`config.mk`:
```
export PLATFORM = sky130hd
export DESIGN_NAME = sck_sdram_cmd
export DESIGN_NICKNAME = d
export VERILOG_FILES = /design/src/common/sck_pkg.sv /design/src/hdl/sck_bank.sv /design/src/hdl/sck_sdram_cmd.sv
export SDC_FILE = /design/constraint.sdc
export NUM_CORES = 1
export LEC_CHECK = 0
export ABC_AREA = 0
export BUFFER_PORTS_ARGS = -buffer_cell sky130_fd_sc_hd__clkbuf_2
export CORE_MARGIN = 2
export CORE_UTILIZATION = 41
export CTS_CLUSTER_SIZE = 30
export DETAILED_ROUTE_END_ITERATION = 16
export GPL_TIMING_DRIVEN = 0
export PLACE_DENSITY_LB_ADDON = 0.1
export RECOVER_POWER = 100
export SLEW_MARGIN = 20
export SYNTH_ARGS = -nofsm -noshare
export SYNTH_HDL_FRONTEND = slang
export SYNTH_HIERARCHICAL = 1
export SYNTH_SLANG_ARGS = --single-unit
```
`constraint.sdc`:
```
create_clock -name sys_clk_in -period 4 [get_ports sys_clk_in]
set_clock_uncertainty 0.1 [all_clocks]
set_input_delay 0.2 -clock sys_clk_in [delete_from_list [all_inputs] [get_ports sys_clk_in]]
set_output_delay 0.2 -clock sys_clk_in [all_outputs]
set_load 0.005 [all_outputs]
```
`src/common/sck_pkg.sv`:
```
package sck_pkg;
    localparam int ADDR_W = 12;
    localparam int ROW_W = 11;
    localparam int BANK_SELECT_BIT = 11;
    localparam int AUTO_PRE_BIT = 10;
    localparam int PIN_W = 17;
    // Clock enable high, strobes high, address low
    localparam logic [16:0] PIN_RST = 17'h1F000;
    localparam int BL_LSB = 0;
    localparam int BL_W = 3;
    localparam logic [2:0] BL_FULL_PAGE = 3'h7;
    localparam logic [2:0] BL_MAX_FIXED = 3'h3;
    localparam logic [11:0] MODE_RST = 12'h000;
    localparam logic [10:0] REF_ROW_RST = 11'h000;
    localparam int TIMER_W = 8;
    localparam int BURST_W = 9;

    localparam int CLK_PERIOD_NS = 4;
    localparam int PRECHARGE_TIME_NS = 20;
    localparam int ROW_TO_COLUMN_DELAY_NS = 20;
    localparam int WRITE_RECOVERY_NS = 10;
    localparam int SR_RECOVERY_NS = 70;
    localparam int MODE_SET_DELAY_CLK = 2;

    localparam int PRECHARGE_CYC =
        (PRECHARGE_TIME_NS + CLK_PERIOD_NS - 1) / CLK_PERIOD_NS;
    localparam int ROW_TO_COLUMN_CYC =
        (ROW_TO_COLUMN_DELAY_NS + CLK_PERIOD_NS - 1) / CLK_PERIOD_NS;
    localparam int WRITE_RECOVERY_PRECHARGE_CYC =
        (WRITE_RECOVERY_NS + PRECHARGE_TIME_NS + CLK_PERIOD_NS - 1)
        / CLK_PERIOD_NS;
    localparam int SR_RECOVERY_CYC =
        (SR_RECOVERY_NS + CLK_PERIOD_NS - 1) / CLK_PERIOD_NS;
    localparam int MODE_SET_CYC = MODE_SET_DELAY_CLK;

    typedef enum logic [3:0] {
        BK_IDLE, BK_ROW_OPENING, BK_ACTIVE, BK_READ, BK_WRITE,
        BK_READ_AP, BK_WRITE_AP, BK_WR_RECOVERY_AP, BK_PRECHARGE
    } sck_bank_e;

    typedef enum logic [2:0] {
        DEV_NORMAL, DEV_MODE_SET, DEV_REFRESH, DEV_SELF_REFRESH,
        DEV_SR_RECOVERY, DEV_POWER_DOWN
    } sck_dev_e;
endpackage

```
`src/hdl/sck_bank.sv`:
```
`timescale 1ns/10ps
module sck_bank #(
    parameter int RCD_CYC = sck_pkg::ROW_TO_COLUMN_CYC,
    parameter int RP_CYC = sck_pkg::PRECHARGE_CYC,
    parameter int DAL_CYC = sck_pkg::WRITE_RECOVERY_PRECHARGE_CYC
) (
    input logic sys_clk_in,
    input logic sys_rst_in,
    input logic stall_in,
    input logic activate_in,
    input logic read_in,
    input logic write_in,
    input logic auto_pre_in,
    input logic precharge_in,
    input logic stop_in,
    input logic [sck_pkg::BURST_W-1:0] burst_len_in,
    output sck_pkg::sck_bank_e state_out,
    output logic idle_out
);
    localparam int TW = sck_pkg::TIMER_W;
    localparam int BW = sck_pkg::BURST_W;
    localparam logic [TW-1:0] RCD_LOAD = TW'(RCD_CYC - 1);
    localparam logic [TW-1:0] RP_LOAD = TW'(RP_CYC - 1);
    localparam logic [TW-1:0] DAL_LOAD = TW'(DAL_CYC - 1);

    sck_pkg::sck_bank_e state, next_state, col_state;
    logic [TW-1:0] timer, next_timer;
    logic [BW-1:0] burst, next_burst;

    wire timer_done = (timer == '0);
    // Zero length means full page: a stop, precharge or new column command ends it; with auto precharge nothing does
    wire burst_done = (burst_len_in != '0) && (burst == '0);
    wire [BW-1:0] burst_load = burst_len_in - 1'b1;
    wire column_cmd = read_in | write_in;

    assign col_state = read_in ?
        (auto_pre_in ? sck_pkg::BK_READ_AP : sck_pkg::BK_READ) :
        (auto_pre_in ? sck_pkg::BK_WRITE_AP : sck_pkg::BK_WRITE);

    always_comb begin
        next_state = state;
        next_timer = timer - 1'b1;
        next_burst = burst - 1'b1;
        if (stall_in) begin
            next_timer = timer;
            next_burst = burst;
        end else begin
            // Commands not valid in a state are simply dropped
            case (state)
                sck_pkg::BK_IDLE: begin
                    if (activate_in) begin
                        next_state = sck_pkg::BK_ROW_OPENING;
                        next_timer = RCD_LOAD;
                    end
                end
                sck_pkg::BK_ROW_OPENING: begin
                    if (timer_done) begin
                        next_state = sck_pkg::BK_ACTIVE;
                    end
                end
                sck_pkg::BK_ACTIVE, sck_pkg::BK_READ,
                sck_pkg::BK_WRITE: begin
                    if (column_cmd) begin
                        next_state = col_state;
                        next_burst = burst_load;
                    end else if (precharge_in) begin
                        next_state = sck_pkg::BK_PRECHARGE;
                        next_timer = RP_LOAD;
                    end else if (state != sck_pkg::BK_ACTIVE &&
                                 (stop_in || burst_done)) begin
                        next_state = sck_pkg::BK_ACTIVE;
                    end
                end
                sck_pkg::BK_READ_AP: begin
                    if (burst_done) begin
                        next_state = sck_pkg::BK_PRECHARGE;
                        next_timer = RP_LOAD;
                    end
                end
                sck_pkg::BK_WRITE_AP: begin
                    if (burst_done) begin
                        next_state = sck_pkg::BK_WR_RECOVERY_AP;
                        next_timer = DAL_LOAD;
                    end
                end
                sck_pkg::BK_WR_RECOVERY_AP, sck_pkg::BK_PRECHARGE: begin
                    if (timer_done) begin
                        next_state = sck_pkg::BK_IDLE;
                    end
                end
                default: begin
                    next_state = sck_pkg::BK_IDLE;
                end
            endcase
        end
    end

    always_ff @(posedge sys_clk_in) begin
        if (sys_rst_in) begin
            state <= sck_pkg::BK_IDLE;
            timer <= '0;
            burst <= '0;
        end else begin
            state <= next_state;
            timer <= next_timer;
            burst <= next_burst;
        end
    end

    assign state_out = state;
    assign idle_out = (state == sck_pkg::BK_IDLE);
endmodule // sck_bank

```
`src/hdl/sck_sdram_cmd.sv`:
```
// Behaviour
// All command, address and control pins are sampled on the rising edge.
// Write recovery with auto precharge ignores waits, idles after interval.
// Controller issues conditional commands only if the selected bank allows.
// Auto refresh treats waits as no-op and idles after precharge time.
// After mode set only waits allowed; idle after mode set delay.
// Controller idles both banks before mode set or any refresh.
// Mode set loads the whole twelve-bit address into the mode register.
// Auto refresh uses an internal row counter, ignoring address pins.
// Self refresh ignores every input except clock enable.
// Controller activates idle banks only, reads and writes active ones.
// Burst stop is honoured only with full-page burst length.
// Both banks idle and clock enable low enters power down.
// Refresh with clock enable falling and banks idle enters self refresh.
// Controller never precharges before the minimum row-active time.
// Auto precharge starts as soon as the burst completes.
// Controller waits the row-to-column delay after activate.
// Clock enable rising with a wait command starts self refresh recovery.
// Clock enable falling during recovery enters power down next cycle.
// Power down ends when clock enable rises, holds while low.
// Outside all-idle, clock enable low suspends the clock next cycle.
// All-idle command decode: activate/precharge, auto refresh, mode set.
// A rising clock enable reactivates the inputs without a clock edge. This core sees the rise only on the sampled clock edge.
// Controller waits two cycles after mode set before another command.
// Power-on: clock enable high, precharge, two refreshes, mode set.
// Controller fills every wait with deselect or no-operation.
`timescale 1ns/10ps
module sck_sdram_cmd #(
    parameter int RCD_CYC = sck_pkg::ROW_TO_COLUMN_CYC,
    parameter int RP_CYC = sck_pkg::PRECHARGE_CYC,
    parameter int DAL_CYC = sck_pkg::WRITE_RECOVERY_PRECHARGE_CYC,
    parameter int MCD_CYC = sck_pkg::MODE_SET_CYC,
    parameter int SRR_CYC = sck_pkg::SR_RECOVERY_CYC
) (
    input logic sys_clk_in,
    input logic sys_rst_in,
    input logic cke_in,
    input logic cs_n_in,
    input logic ras_n_in,
    input logic cas_n_in,
    input logic we_n_in,
    input logic [sck_pkg::ADDR_W-1:0] addr_in,
    output sck_pkg::sck_dev_e dev_state_out,
    output sck_pkg::sck_bank_e bank0_state_out,
    output sck_pkg::sck_bank_e bank1_state_out,
    output logic [sck_pkg::ADDR_W-1:0] mode_reg_out,
    output logic [sck_pkg::ROW_W-1:0] refresh_row_out,
    output logic refresh_pulse_out,
    output logic power_down_out,
    output logic self_refresh_out,
    output logic clock_suspend_out,
    output logic illegal_cmd_out
);
    localparam int TW = sck_pkg::TIMER_W;
    localparam int BW = sck_pkg::BURST_W;
    localparam int PW = sck_pkg::PIN_W;
    localparam int AW = sck_pkg::ADDR_W;
    localparam logic [TW-1:0] RP_LOAD = TW'(RP_CYC - 1);
    localparam logic [TW-1:0] MCD_LOAD = TW'(MCD_CYC - 1);
    localparam logic [TW-1:0] SRR_LOAD = TW'(SRR_CYC - 1);

    // Pin capture
    logic [PW-1:0] pin_meta;
    logic [PW-1:0] pin_sync;
    logic cke_prev;

    always_ff @(posedge sys_clk_in) begin
        if (sys_rst_in) begin
            // Idle pin levels, so no false clock-enable edge after reset
            pin_meta <= sck_pkg::PIN_RST;
            pin_sync <= sck_pkg::PIN_RST;
            cke_prev <= 1'b1;
        end else begin
            pin_meta <= {cke_in, cs_n_in, ras_n_in, cas_n_in, we_n_in,
                         addr_in};
            pin_sync <= pin_meta;
            cke_prev <= pin_sync[PW-1];
        end
    end

    // Wake-up is seen on the sampled edge only; this core has no
    // path that acts between edges
    wire cke_now = pin_sync[PW-1];
    wire cs_n = pin_sync[PW-2];
    wire ras_n = pin_sync[PW-3];
    wire cas_n = pin_sync[PW-4];
    wire we_n = pin_sync[PW-5];
    wire [AW-1:0] addr = pin_sync[AW-1:0];

    // Command decode
    wire deselect_cmd = cs_n;
    wire nop_cmd = !cs_n && ras_n && cas_n && we_n;
    wire burst_stop_cmd = !cs_n && ras_n && cas_n && !we_n;
    wire read_cmd = !cs_n && ras_n && !cas_n && we_n;
    wire column_write_cmd = !cs_n && ras_n && !cas_n && !we_n;
    wire row_activate_cmd = !cs_n && !ras_n && cas_n && we_n;
    wire precharge_cmd = !cs_n && !ras_n && cas_n && !we_n;
    wire refresh_cmd = !cs_n && !ras_n && !cas_n && we_n;
    wire mode_register_set_cmd = !cs_n && !ras_n && !cas_n && !we_n;
    wire wait_cmd = deselect_cmd || nop_cmd || burst_stop_cmd;
    wire wake_cmd = cs_n || (ras_n && cas_n);

    wire bank_select_bit = addr[sck_pkg::BANK_SELECT_BIT];
    wire auto_pre = addr[sck_pkg::AUTO_PRE_BIT];
    wire precharge_all_cmd = precharge_cmd && auto_pre;

    // Mode register and derived burst length
    logic [AW-1:0] mode_reg;
    wire [sck_pkg::BL_W-1:0] bl_code =
        mode_reg[sck_pkg::BL_LSB +: sck_pkg::BL_W];
    wire full_page = (bl_code == sck_pkg::BL_FULL_PAGE);
    // Reserved length codes fall back to single beats
    wire [BW-1:0] burst_len = full_page ? '0 :
        (bl_code <= sck_pkg::BL_MAX_FIXED) ?
        BW'(1) << bl_code : BW'(1);

    // Device level state
    sck_pkg::sck_dev_e dev, next_dev;
    logic [TW-1:0] timer, next_timer;
    logic [1:0] bank_idle;
    sck_pkg::sck_bank_e bank_state [2];

    wire normal = (dev == sck_pkg::DEV_NORMAL);
    wire banks_idle = &bank_idle;
    wire all_idle = normal && banks_idle;
    wire cmd_live = normal && cke_prev;
    wire suspend = normal && !banks_idle && !cke_prev;
    wire timer_done = (timer == '0);

    wire take_mrs = all_idle && cke_prev && mode_register_set_cmd;
    wire take_refresh = all_idle && cke_prev && cke_now && refresh_cmd;
    wire take_self = all_idle && cke_prev && !cke_now && refresh_cmd;
    wire enter_pd = all_idle && !cke_prev;
    wire sr_exit = !cke_prev && cke_now && wake_cmd;
    wire srr_to_pd = cke_prev && !cke_now && wake_cmd;
    wire pd_exit = !cke_prev && cke_now;

    // Per-bank command steering; a bank ignores what its state forbids
    genvar gi;
    generate
        for (gi = 0; gi < 2; gi++) begin : g_bank
            wire hit = (bank_select_bit == 1'(gi));
            wire act_b = cmd_live && row_activate_cmd && hit;
            wire rd_b = cmd_live && read_cmd && hit;
            wire wr_b = cmd_live && column_write_cmd && hit;
            wire pre_b = cmd_live && (precharge_all_cmd ||
                                      (precharge_cmd && hit));
            wire stop_b = cmd_live && burst_stop_cmd && full_page;

            sck_bank #(
                .RCD_CYC(RCD_CYC),
                .RP_CYC(RP_CYC),
                .DAL_CYC(DAL_CYC)
            ) u_bank (
                .sys_clk_in(sys_clk_in),
                .sys_rst_in(sys_rst_in),
                .stall_in(suspend),
                .activate_in(act_b),
                .read_in(rd_b),
                .write_in(wr_b),
                .auto_pre_in(auto_pre),
                .precharge_in(pre_b),
                .stop_in(stop_b),
                .burst_len_in(burst_len),
                .state_out(bank_state[gi]),
                .idle_out(bank_idle[gi])
            );
        end
    endgenerate

    always_comb begin
        next_dev = dev;
        next_timer = timer;
        case (dev)
            sck_pkg::DEV_NORMAL: begin
                if (take_mrs) begin
                    next_dev = sck_pkg::DEV_MODE_SET;
                    next_timer = MCD_LOAD;
                end else if (take_refresh) begin
                    next_dev = sck_pkg::DEV_REFRESH;
                    next_timer = RP_LOAD;
                end else if (take_self) begin
                    next_dev = sck_pkg::DEV_SELF_REFRESH;
                end else if (enter_pd) begin
                    next_dev = sck_pkg::DEV_POWER_DOWN;
                end
            end
            sck_pkg::DEV_MODE_SET, sck_pkg::DEV_REFRESH: begin
                // Internal operations run on even if the clock is held
                if (timer_done) begin
                    next_dev = sck_pkg::DEV_NORMAL;
                end else begin
                    next_timer = timer - 1'b1;
                end
            end
            sck_pkg::DEV_SELF_REFRESH: begin
                if (sr_exit) begin
                    next_dev = sck_pkg::DEV_SR_RECOVERY;
                    next_timer = SRR_LOAD;
                end
            end
            sck_pkg::DEV_SR_RECOVERY: begin
                if (srr_to_pd) begin
                    next_dev = sck_pkg::DEV_POWER_DOWN;
                end else if (cke_prev && timer_done) begin
                    next_dev = sck_pkg::DEV_NORMAL;
                end else if (cke_prev) begin
                    next_timer = timer - 1'b1;
                end
            end
            sck_pkg::DEV_POWER_DOWN: begin
                if (pd_exit) begin
                    next_dev = sck_pkg::DEV_NORMAL;
                end
            end
            default: begin
                next_dev = sck_pkg::DEV_NORMAL;
            end
        endcase
    end

    // Commands outside the allowed set are flagged, never acted on
    wire bad_wait = (dev == sck_pkg::DEV_MODE_SET ||
                     dev == sck_pkg::DEV_REFRESH) && !wait_cmd;
    wire bad_sr = (dev == sck_pkg::DEV_SELF_REFRESH) &&
                  !cke_prev && cke_now && !wake_cmd;
    wire bad_srr = (dev == sck_pkg::DEV_SR_RECOVERY) &&
                   cke_prev && !wake_cmd;
    wire illegal_now = bad_wait || bad_sr || bad_srr;
    wire refresh_go = take_refresh || take_self;

    always_ff @(posedge sys_clk_in) begin
        if (sys_rst_in) begin
            dev <= sck_pkg::DEV_NORMAL;
            timer <= '0;
        end else begin
            dev <= next_dev;
            timer <= next_timer;
        end
    end

    always_ff @(posedge sys_clk_in) begin
        if (sys_rst_in) begin
            mode_reg <= sck_pkg::MODE_RST;
        end else if (take_mrs) begin
            mode_reg <= addr;
        end
    end

    logic [sck_pkg::ROW_W-1:0] refresh_row;
    logic refresh_pulse;
    logic illegal_cmd;

    always_ff @(posedge sys_clk_in) begin
        if (sys_rst_in) begin
            refresh_row <= sck_pkg::REF_ROW_RST;
            refresh_pulse <= 1'b0;
            illegal_cmd <= 1'b0;
        end else begin
            if (refresh_go) begin
                refresh_row <= refresh_row + 1'b1;
            end
            refresh_pulse <= refresh_go;
            illegal_cmd <= illegal_now;
        end
    end

    assign dev_state_out = dev;
    assign bank0_state_out = bank_state[0];
    assign bank1_state_out = bank_state[1];
    assign mode_reg_out = mode_reg;
    assign refresh_row_out = refresh_row;
    assign refresh_pulse_out = refresh_pulse;
    assign power_down_out = (dev == sck_pkg::DEV_POWER_DOWN);
    assign self_refresh_out = (dev == sck_pkg::DEV_SELF_REFRESH);
    assign clock_suspend_out = suspend ||
        (dev == sck_pkg::DEV_SR_RECOVERY && !cke_prev);
    assign illegal_cmd_out = illegal_cmd;
endmodule // sck_sdram_cmd

```
Word level (Yosys, flattened, before mapping)
Index checks and enable logic that the tools add are counted.
{"block": "totals", "out_inout_bits": 39, "ff_bits": 113, "in_bits": 19}
{"block": "op_classes", "bitwise_logic": 4, "muxes": 58, "addsub": 7, "shift": 1, "magnitude_cmp": 1, "reduce_logical": 99, "eq_ne": 46}
{"operator": "8-bit two-way mux", "count": 17}
{"operator": "8-bit one-hot mux with 4 select lines", "count": 3}
{"operator": "4-bit two-way mux", "count": 18}
{"operator": "1-bit logical AND", "count": 58}
{"operator": "9-bit two-way mux", "count": 6}
{"operator": "4-bit one-hot mux with 6 select lines", "count": 2}
{"operator": "4-bit by 3-bit == test with 1-bit output (second input constant)", "count": 8}
{"operator": "3-bit two-way mux", "count": 10}
{"operator": "9-bit by 1-bit subtractor with 9-bit output (second input constant)", "count": 3}
{"operator": "8-bit logical NOT", "count": 3}
{"operator": "8-bit by 1-bit subtractor with 8-bit output (second input constant)", "count": 3}
{"operator": "7-bit AND reduction", "count": 3}
{"operator": "2-bit by 1-bit != test with 1-bit output (second input constant)", "count": 10}
{"operator": "9-bit logical NOT", "count": 2}
{"operator": "4-bit by 2-bit == test with 1-bit output (second input constant)", "count": 4}
{"operator": "4-bit by 2-bit != test with 1-bit output (second input constant)", "count": 4}
{"operator": "3-bit one-hot mux with 5 select lines", "count": 1}
{"operator": "2-bit != test (second input constant)", "count": 7}
{"operator": "1-bit logical OR", "count": 12}
{"operator": "11-bit by 1-bit adder with 11-bit output (second input constant)", "count": 1}
{"operator": "3-bit == test (second input constant)", "count": 3}
{"operator": "1-bit logical NOT", "count": 9}
{"operator": "9-bit nonzero test", "count": 1}
{"operator": "1-bit by 3-bit << shifter with 9-bit output (first input constant)", "count": 1}
{"operator": "other kinds (18)", "count": 27}

Longest topological paths before layout
Gate-level depths: netlist (run 1).
{"block": "logic_depth", "depth_word": 12, "mapped_depth": 12}

Modules after synthesis
Netlist (run 1), hierarchy kept.
{"mod": "sck_bank", "seq_area_each_um2": 420.4, "cells_per_inst": 213, "n_inst": 2, "area_per_inst_um2": 1585.3}
{"mod": "sck_sdram_cmd", "seq_area_each_um2": 1421.4, "cells_per_inst": 339, "n_inst": 1, "area_per_inst_um2": 3042.9}

Worst setup path after synthesis (run 1)
OpenSTA, ideal clock, no wires.
{"block": "synth_timing", "path_kind": "register -> register", "start": "register dev[0] (netlist: dev_state_out[0])", "end": "register g_bank[0].u_bank.timer[1]", "setup_ns": 0.137, "slack_ns": 1.220, "arrival_time_ns": 2.543, "path_stages_with_launch": 11, "cell_sequence": "dfxtp_1 > buf_2 > nor4b_4 > nand2b_1 > a2111oi_0 > nor4b_1 > o21ai_0 > a31oi_1 > nor2_1 > a2111oi_0 > a211oi_1"}
{"block": "synth_between", "word_cells_on_any_way": 16}
{"element": "start, declared", "line": "sck_sdram_cmd.sv:118", "text": "sck_pkg::sck_dev_e dev, next_dev;"}
{"element": "start signal, assigned", "line": "sck_sdram_cmd.sv:234", "text": "dev <= sck_pkg::DEV_NORMAL;"}
{"element": "start signal, assigned", "line": "sck_sdram_cmd.sv:237", "text": "dev <= next_dev;"}
{"element": "3-bit logical NOT", "line": "sck_sdram_cmd.sv:123", "text": "wire normal = (dev == sck_pkg::DEV_NORMAL);"}
{"element": "1-bit logical AND", "line": "sck_sdram_cmd.sv:126", "text": "wire cmd_live = normal && cke_prev;"}
{"element": "1-bit logical AND", "line": "sck_sdram_cmd.sv:146", "text": "wire pre_b = cmd_live && (precharge_all_cmd ||"}
{"element": "net g_bank[0].pre_b", "line": "sck_sdram_cmd.sv:146"}
{"element": "8-bit two-way mux", "line": "sck_bank.sv:66", "text": "end else if (precharge_in) begin"}
{"element": "8-bit two-way mux", "line": "sck_bank.sv:63", "text": "if (column_cmd) begin"}
{"element": "8-bit one-hot mux with 4 select lines", "line": "sck_bank.sv:49", "text": "case (state)"}
{"element": "end signal, assigned", "line": "sck_bank.sv:105", "text": "timer <= next_timer;"}
{"element": "end, declared", "line": "sck_bank.sv:27", "text": "logic [TW-1:0] timer, next_timer;"}
The timed path passes the listed nets, and every way through them passes these cells.
A chain may end at the register's enable or synchronous reset.

Worst setup path in the final report (run 1)
Ends and elaborated chain as after synthesis.

==> impl_metrics.csv, run 1 <==
group,metric,value,unit
run_status,status,"completed",
timing,rsz0062_at_grt,"false",
power,power.total,4.06,mW
timing,fin_ws,0.521,ns
route,wire_per_inst,14.4,um
floorplan,coreArea,14600,um2
finish,area_growth,21.1,%
logic_synthesis,avgSynthCellArea,8.12,um2
grt,overflow,0,
clock_tree,cts_buffer_depth,2,
worst_hold_path,min_from,"pin_meta[16]",
logic_synthesis,yosysUniqueCellTypes,68,
setup_path,path_class,"reg -> reg",
route,ant_nets,0,
route,route.detailed.drc,0,
setup_path,crit_path_end_kind,"flip-flop",
clock_tree,postCtsHoldBufs,17,
setup_path,worst_setup_path_start_kind,"flip-flop",
power,peakVddDrop,0.382,mV
placement,place_ws,0.747,ns
clock_tree,clock_latency,0.41,ns
logic_synthesis,async_flop_share,0,%
logic_synthesis,ys_warn_count,6,
timing,final.setup.tns,0,ns
timing,worst_slew_pin_slew,1.21,ns
finish,final_area,7520,um2
floorplan,num_io_pins,58,
floorplan,die_w,127,um
power,pwr_density_cell,540,nW/um2
timing,fmax,287,MHz
clock_tree,cts_tree,"yes",
timing,finalCritPeriodShare,87.0,%
clock_tree,htreeDepth,4,
timing,finalSetupViolCount,0,
logic_synthesis,syn_area,6210,um2
run,drv_cap,0,
finish,antenna_cells,0,
setup_path,cpMaxStageDelayCell,"a2111oi_0",
floorplan,die_h,127,um
clock_tree,cts_resized,0,
setup_path,cp-startpoint,"dev_state_out[0]",
logic_synthesis,synth_edf_count,0,
clock_tree,cts_buffers,17,
route,vias,5782,
setup_path,path_max_fanout,10,
floorplan,die_area,16200,um2
timing,maxSlewHeadroom,19.1,%
route,first_pass_iters,5,
setup_path,worstPathRequired,4.17,ns
placement,gp_congestion,0.888,
worst_hold_path,hold_path.class,"reg -> reg",
floorplan,rows,44,
route,first_iter_violations,294,
timing,maxSlewViolCount,0,
logic_synthesis,netlist_instances,765,
floorplan,initial_core_util,42.4,%
placement,hpwl,11.2,mm
finish,final_layout_size_suffix_gt1_share,14.6,%
clock_tree,cts_root_buffer,"clkbuf_16",
grt,grt_pass1_vias,5416,
power,p_leak,2.93,nW
finish,final_nets,917,
setup_path,path_common_cell,"a2111oi_0",
setup_path,critical_path.cell_chain,"clkbuf_1 -> nor4b_4 -> nand2b_1 -> a2111oi_0 -> nor4b_1 -> o21ai_0 -> a31oi_1 -> nor2_1 -> a2111oi_0 -> a211oi_1",
logic_synthesis,yosys_most_used_dff,"dfxtp_1",
setup_path,reg2reg_from,"dev_state_out[0]",
clock_tree,cts_setup_buffers,0,
route,wl,15.6,mm
grt,grt_pass1_wl,25.8,mm
grt,antenna_found_initial,0,
timing,hold_violations,0,
setup_path,crit_arrival,3.65,ns
setup_path,max_stage_delay,0.67,ns
timing,min_period,3.48,ns
clock_tree,cts_sinks,113,
grt,grt_usage,19.7,%
route,routed_via_density,5.34,
clock_tree,clkSlewWorstSetupHoldPaths,0.06,ns
logic_synthesis,ys_seq_area_share,36.4,%
placement,numPortBuffers,57,
grt,grt_max_degree,17,
placement,placed_area,6840,um2
logic_synthesis,synth_seq_cells,113,
-- cell usage after synthesis (7+ instances only) --
master,count,share of area (%)
a211oi_1,11,1.3
a21oi_1,53,4.3
a31oi_1,12,1.2
and2_1,8,0.81
buf_2,14,1.1
clkbuf_1,25,1.5
dfxtp_1,113,36
ha_1,11,2.2
inv_1,37,2.2
nand2_1,57,3.4
nand2b_1,7,0.70
nand3_1,8,0.64
nor2_1,108,6.5
nor2b_1,38,3.8
nor3_1,15,1.2
nor3b_1,7,0.85
nor4_1,22,2.2
nor4b_1,8,1.1
o21a_1,7,0.85
o21ai_0,37,3.0
or2_2,17,1.7
or3_1,11,1.1
xnor2_1,18,2.5
xor2_1,18,2.5
-- critical path: cells and delay by family (launching register included) --
kind                   cells  cell delay [ns]
AOI/OAI and AO/OA          5             1.64
and+or+nand+nor            4             1.07
DFF                        1             0.30
buffers and inverters      1             0.24
-- power breakdown --
group / internal [mW] / total [mW] / switching (mW) / leakage, nW
Sequential: 1.27 / 1.40 / 0.128 / 0.927
Combinational: 0.509 / 1.18 / 0.667 / 1.73
Clock: 0.920 / 1.49 / 0.568 / 0.276
Total: 2.70 / 4.06 / 1.36 / 2.93
-- worst paths after layout --
kind | endpoint | cells after the start | slack [ns]
worst max-delay path | g_bank[0].u_bank/timer[1] | 10 | 0.52
worst min-delay path | pin_sync[16] | 1 | 0.31
worst max register to register | g_bank[0].u_bank/timer[1] | 10 | 0.52
worst min register to register | pin_sync[16] | 1 | 0.31
-- cell usage in the layout (no fill, tap or decap), types with 5 or more instances in the layout --
cell type / n
dfxtp_1: 113
nor2_1: 108
nand2_1: 59
a21oi_1: 53
clkbuf_1: 44
clkbuf_2: 43
nor2b_1: 38
inv_1: 37
o21ai_0: 37
conb_1: 30
nor4_1: 22
xor2_1: 18
xnor2_1: 18
or2_2: 17
clkbuf_16: 17
dlygate4sd3_1: 17
nor3_1: 15
a211oi_1: 13
or3_1: 12
a31oi_1: 12
ha_1: 11
buf_2: 9
nor4b_1: 8
nand3_1: 8
nand2b_1: 7
nor3b_1: 7
o21a_1: 7
a2111oi_0: 6
nand4_1: 6
clkinv_4: 5
-- cells by family after synthesis --
logic type / after synthesis / share of synthesized area, %
adders and majority gates: 12 / 2.38
and+or+nand+nor: 344 / 29.8
muxes: 5 / 0.826
other: 1 / 0.0604
xor gates and xnor gates: 36 / 5.07
AOI/OAI and AO/OA: 176 / 20.2
buffers and inverters: 78 / 5.24
DFF: 113 / 36.4
-- layout make-up --
| class | count | area [um2] |
|---|---|---|
| fillers | 1386 | 7120 |
| multi-input cells | 603 | 3690 |
| repair buffers | 74 | 438 |
| well taps | 184 | 230 |
| flip-flops and latches | 113 | 2260 |
| inverters | 37 | 139 |
| plain buffers | 41 | 180 |
| clock inverters | 14 | 158 |
| clock buffers | 17 | 425 |
-- metrics by stage --
| step | cells | utilization [%] | hold slack (ns) |
|---|---|---|---|
| floorplan | 794 | - | 0.178 |
| global placement | 1035 | 46.7 | 0.282 |
| detailed placement | 1035 | 46.7 | 0.287 |
| CTS | 1083 | 51.8 | 0.0724 |
| global route | 1083 | 51.4 | 0.293 |
| finish | 1083 | 51.4 | 0.306 |
-- sequential cells by signal (all words and copies together), names as in the netlist, 3 cells and up --
register	count
timer	8
dev_state_out	3
g_bank.u_bank/state_out	8
mode_reg_out	12
pin_sync	17
refresh_row_out	11
g_bank.u_bank/timer	16
g_bank.u_bank/burst	18
pin_meta	17
-- layer usage --
| metal | share of wire [%] | up-vias | global-route usage (%) |
|---|---|---|---|
| li1 | - | 2919 | - |
| met1 | 46 | 2705 | 24.6 |
| met2 | 49 | 144 | 33.8 |
| met3 | 4.8 | 14 | 4.98 |
| met4 | 0.90 | 0 | 5.30 |
| met5 | 0 | - | 0 |
No activity file was read; power rests on OpenSTA's default activity.
==> run 2, diff against run 1 <==
--- a/config.mk
+++ b/config.mk
@@ -5,13 +5,14 @@
 export SDC_FILE = /design/constraint.sdc
 export NUM_CORES = 1
 export LEC_CHECK = 0
-export ABC_AREA = 0
+export ABC_AREA = 1
 export BUFFER_PORTS_ARGS = -buffer_cell sky130_fd_sc_hd__clkbuf_2
 export CORE_MARGIN = 2
 export CORE_UTILIZATION = 41
 export CTS_CLUSTER_SIZE = 30
 export DETAILED_ROUTE_END_ITERATION = 16
 export GPL_TIMING_DRIVEN = 0
+export MAX_ROUTING_LAYER = met4
 export PLACE_DENSITY_LB_ADDON = 0.1
 export RECOVER_POWER = 100
 export SLEW_MARGIN = 20
==> impl_metrics.csv, run 2 <==
group,metric,value,unit
timing,finalCritPeriodShare,78.7,%
finish,final_common_cell,"nand2_1",
power,pwr_density_cell,691,nW/um2
logic_synthesis,syn_area,6470,um2
setup_path,rrSetupSlack,0.85,ns
route,vias,5911,
clock_tree,cts_buffer_depth,2,
logic_synthesis,yosys_most_used_dff,"dfxtp_1",
clock_tree,clock_latency,0.41,ns
floorplan,num_io_pins,58,
grt,antenna_found_initial,0,
finish,final_core_util,50.6,%
logic_synthesis,avgSynthCellArea,6.93,um2
clock_tree,cts_buffers,17,
finish,layout_common_cells,"nand2_1 (159), nor2_1 (135), inv_1 (128), dfxtp_1 (113), nand3_1 (71)",
route,routed_via_density,4.66,
clock_tree,cts_root_buffer,"clkbuf_16",
setup_path,worst_setup_path_start_kind,"flip-flop",
timing,finalSetupViolCount,0,
placement,gp_congestion,0.882,
finish,final_layout_size_suffix_gt1_share,16.0,%
logic_synthesis,synth_edf_count,0,
run_status,status,"completed",
timing,fmax,318,MHz
finish,area_growth,19.6,%
clock_tree,cts_tree,"yes",
timing,final.setup.tns,0,ns
finish,antenna_cells,0,
placement,numPortBuffers,56,
worst_hold_path,holdPathEnd,"pin_meta[12]",
floorplan,coreArea,15300,um2
worst_hold_path,holdPathStages,2,
finish,largest_reg_flops,18,
logic_synthesis,synth_top_area_share,34.9,%
logic_synthesis,synthTopCellsByCount,"nand2_1 (152), nor2_1 (127), inv_1 (125), dfxtp_1 (113), nand3_1 (70)",
finish,final_nets,1074,
worst_hold_path,min_from,"sys_rst_in",
setup_path,rr_worst_depth,14,
grt,grt_max_degree,17,
grt,overflow,0,
setup_path,path_class,"reg -> reg",
timing,worst_slew_pin_slew,1.03,ns
placement,place_ws,1.32,ns
floorplan,die_area,16800,um2
route,route.detailed.drc,0,
clock_tree,cts_resized,0,
power,p_leak,3.58,nW
worst_hold_path,hold_path.class,"in -> reg",
setup_path,crit_path_end_kind,"flip-flop",
floorplan,rows,45,
logic_synthesis,ys_warn_count,6,
route,first_pass_iters,5,
floorplan,initial_core_util,42.3,%
clock_tree,htreeDepth,4,
logic_synthesis,yosysMostFrequentCell,"nand2_1",
finish,top_regs,"g_bank.u_bank/burst x18, pin_meta x17, pin_sync x17",
timing,fin_ws,0.851,ns
logic_synthesis,ys_seq_area_share,34.9,%
placement,hpwl,10.9,mm
power,peakVddDrop,0.426,mV
logic_synthesis,yosysUniqueCellTypes,48,
logic_synthesis,synth_top_area_cell,"dfxtp_1",
logic_synthesis,yosys-top-cells-area,"dfxtp_1 (35%), nand2_1 (8.8%), nor2_1 (7.4%)",
setup_path,path_max_fanout,10,
logic_synthesis,async_flop_share,0,%
floorplan,die_w,130,um
grt,grt_pass1_wl,25.1,mm
logic_synthesis,netlist_instances,934,
route,wl,14.8,mm
run,drv_cap,0,
timing,min_period,3.15,ns
setup_path,crit_arrival,3.32,ns
setup_path,timing.rr.end,"g_bank[0].u_bank/timer[7]",
logic_synthesis,synth_seq_cells,113,
timing,maxSlewHeadroom,30.5,%
timing,maxSlewViolCount,0,
clock_tree,clkSlewWorstSetupHoldPaths,0.06,ns
route,first_iter_violations,249,
grt,grt_pass1_vias,5414,
route,wire_per_inst,11.7,um
timing,hold_violations,0,
clock_tree,cts_sinks,113,
grt,grt_usage,19.2,%
finish,regMostFlops,"g_bank.u_bank/burst",
route,ant_nets,0,
floorplan,die_h,130,um
setup_path,worstPathRequired,4.17,ns
timing,rsz0062_at_grt,"false",
setup_path,reg2reg_from,"g_bank[0].u_bank/state_out[1]",
-- run 2: cell count changes after synthesis, moves of 20 or more --
cell     change
nor2_2      +28
nand3_1     +62
nor2b_1     -38
inv_1       +88
nor4_1      -22
nand2_1     +95
inv_2       +20
-- run 2: what timing repair did --
action	in CTS	in global routing
endpoints found under the hold margin	17	0
setup buffers	0	0
setup endpoints to repair	0	0
hold buffers	17	0
-- run 2: per-layer routing --
metal | wire length, um | up-vias | track usage [%]
li1 | - | 3187 | -
met1 | 7120 | 2618 | 23.7
met2 | 6990 | 87 | 31.2
met3 | 536 | 19 | 4.95
met4 | 195 | 0 | 5.50
met5 | 0 | - | -
-- run 2: cell type report --
cell class | count | area (um2)
Buffer | 19 | 85.1
Clock buffer | 19 | 453
Clock inverter | 13 | 198
Fill cell | 1623 | 7570
Inverter | 150 | 568
Multi-Input combinational cell | 669 | 3480
Sequential cell | 113 | 2260
Tap cell | 211 | 264
Timing Repair Buffer | 74 | 433
-- run 2: through the flow --
stage / cell area, um2 / power (mW) / instances / hold slack (ns)
global placement: 7080 / 3.81 / 1218 / 0.290
detailed placement: 7090 / 3.82 / 1219 / 0.292
finish: 7740 / 5.35 / 1268 / 0.105
CTS: 7920 / 5.52 / 1268 / 0.0957
global route: 7740 / 5.81 / 1268 / 0.120
floorplan: 6540 / 3.40 / 951 / 0.204
-- run 2: cell families after synthesis --
logic type / synth area share (%)
and+or+nand+nor: 36.4
DFF: 34.9
muxes: 0.309
AOI/OAI and AO/OA: 12.3
other: 0.0579
xor gates and xnor gates: 3.38
adders and majority gates: 2.28
buffers and inverters: 10.4
-- run 2: worst max-delay path: stages (launching register included) --
cell	delay, ns
dfxtp_1	0.47
nor2_1	0.12
nand2_2	0.10
inv_1	0.11
nand2_1	0.12
inv_1	0.09
nor3_1	0.84
buf_4	0.33
inv_1	0.08
buf_6	0.14
nand4_1	0.15
nor2_4	0.05
nand3_1	0.09
xor2_1	0.15
nor3_1	0.06
-- run 2: power by group --
part           total (mW)  switching [mW]  internal (mW)  leakage, nW
clock network        1.66           0.571           1.09        0.315
registers            1.53           0.184           1.35        0.929
logic                2.16            1.33          0.826         2.34
-- run 2: worst max path at each step --
stage / startpoint / to / slack (ns) / depth (start not counted)
2_1_floorplan: g_bank[0].u_bank/state_out[1] / g_bank[0].u_bank/burst[0] / 1.10 / 11
3_3_place_gp: g_bank[0].u_bank/state_out[1] / g_bank[0].u_bank/burst[0] / 0.20 / 11
3_5_place_dp: g_bank[0].u_bank/state_out[1] / g_bank[0].u_bank/burst[0] / 1.32 / 12
4_1_cts: g_bank[0].u_bank/state_out[1] / g_bank[0].u_bank/burst[0] / 1.32 / 12
5_1_grt: g_bank[0].u_bank/state_out[1] / g_bank[0].u_bank/burst[4] / 0.58 / 12
6_report: g_bank[0].u_bank/state_out[1] / g_bank[0].u_bank/timer[7] / 0.85 / 14
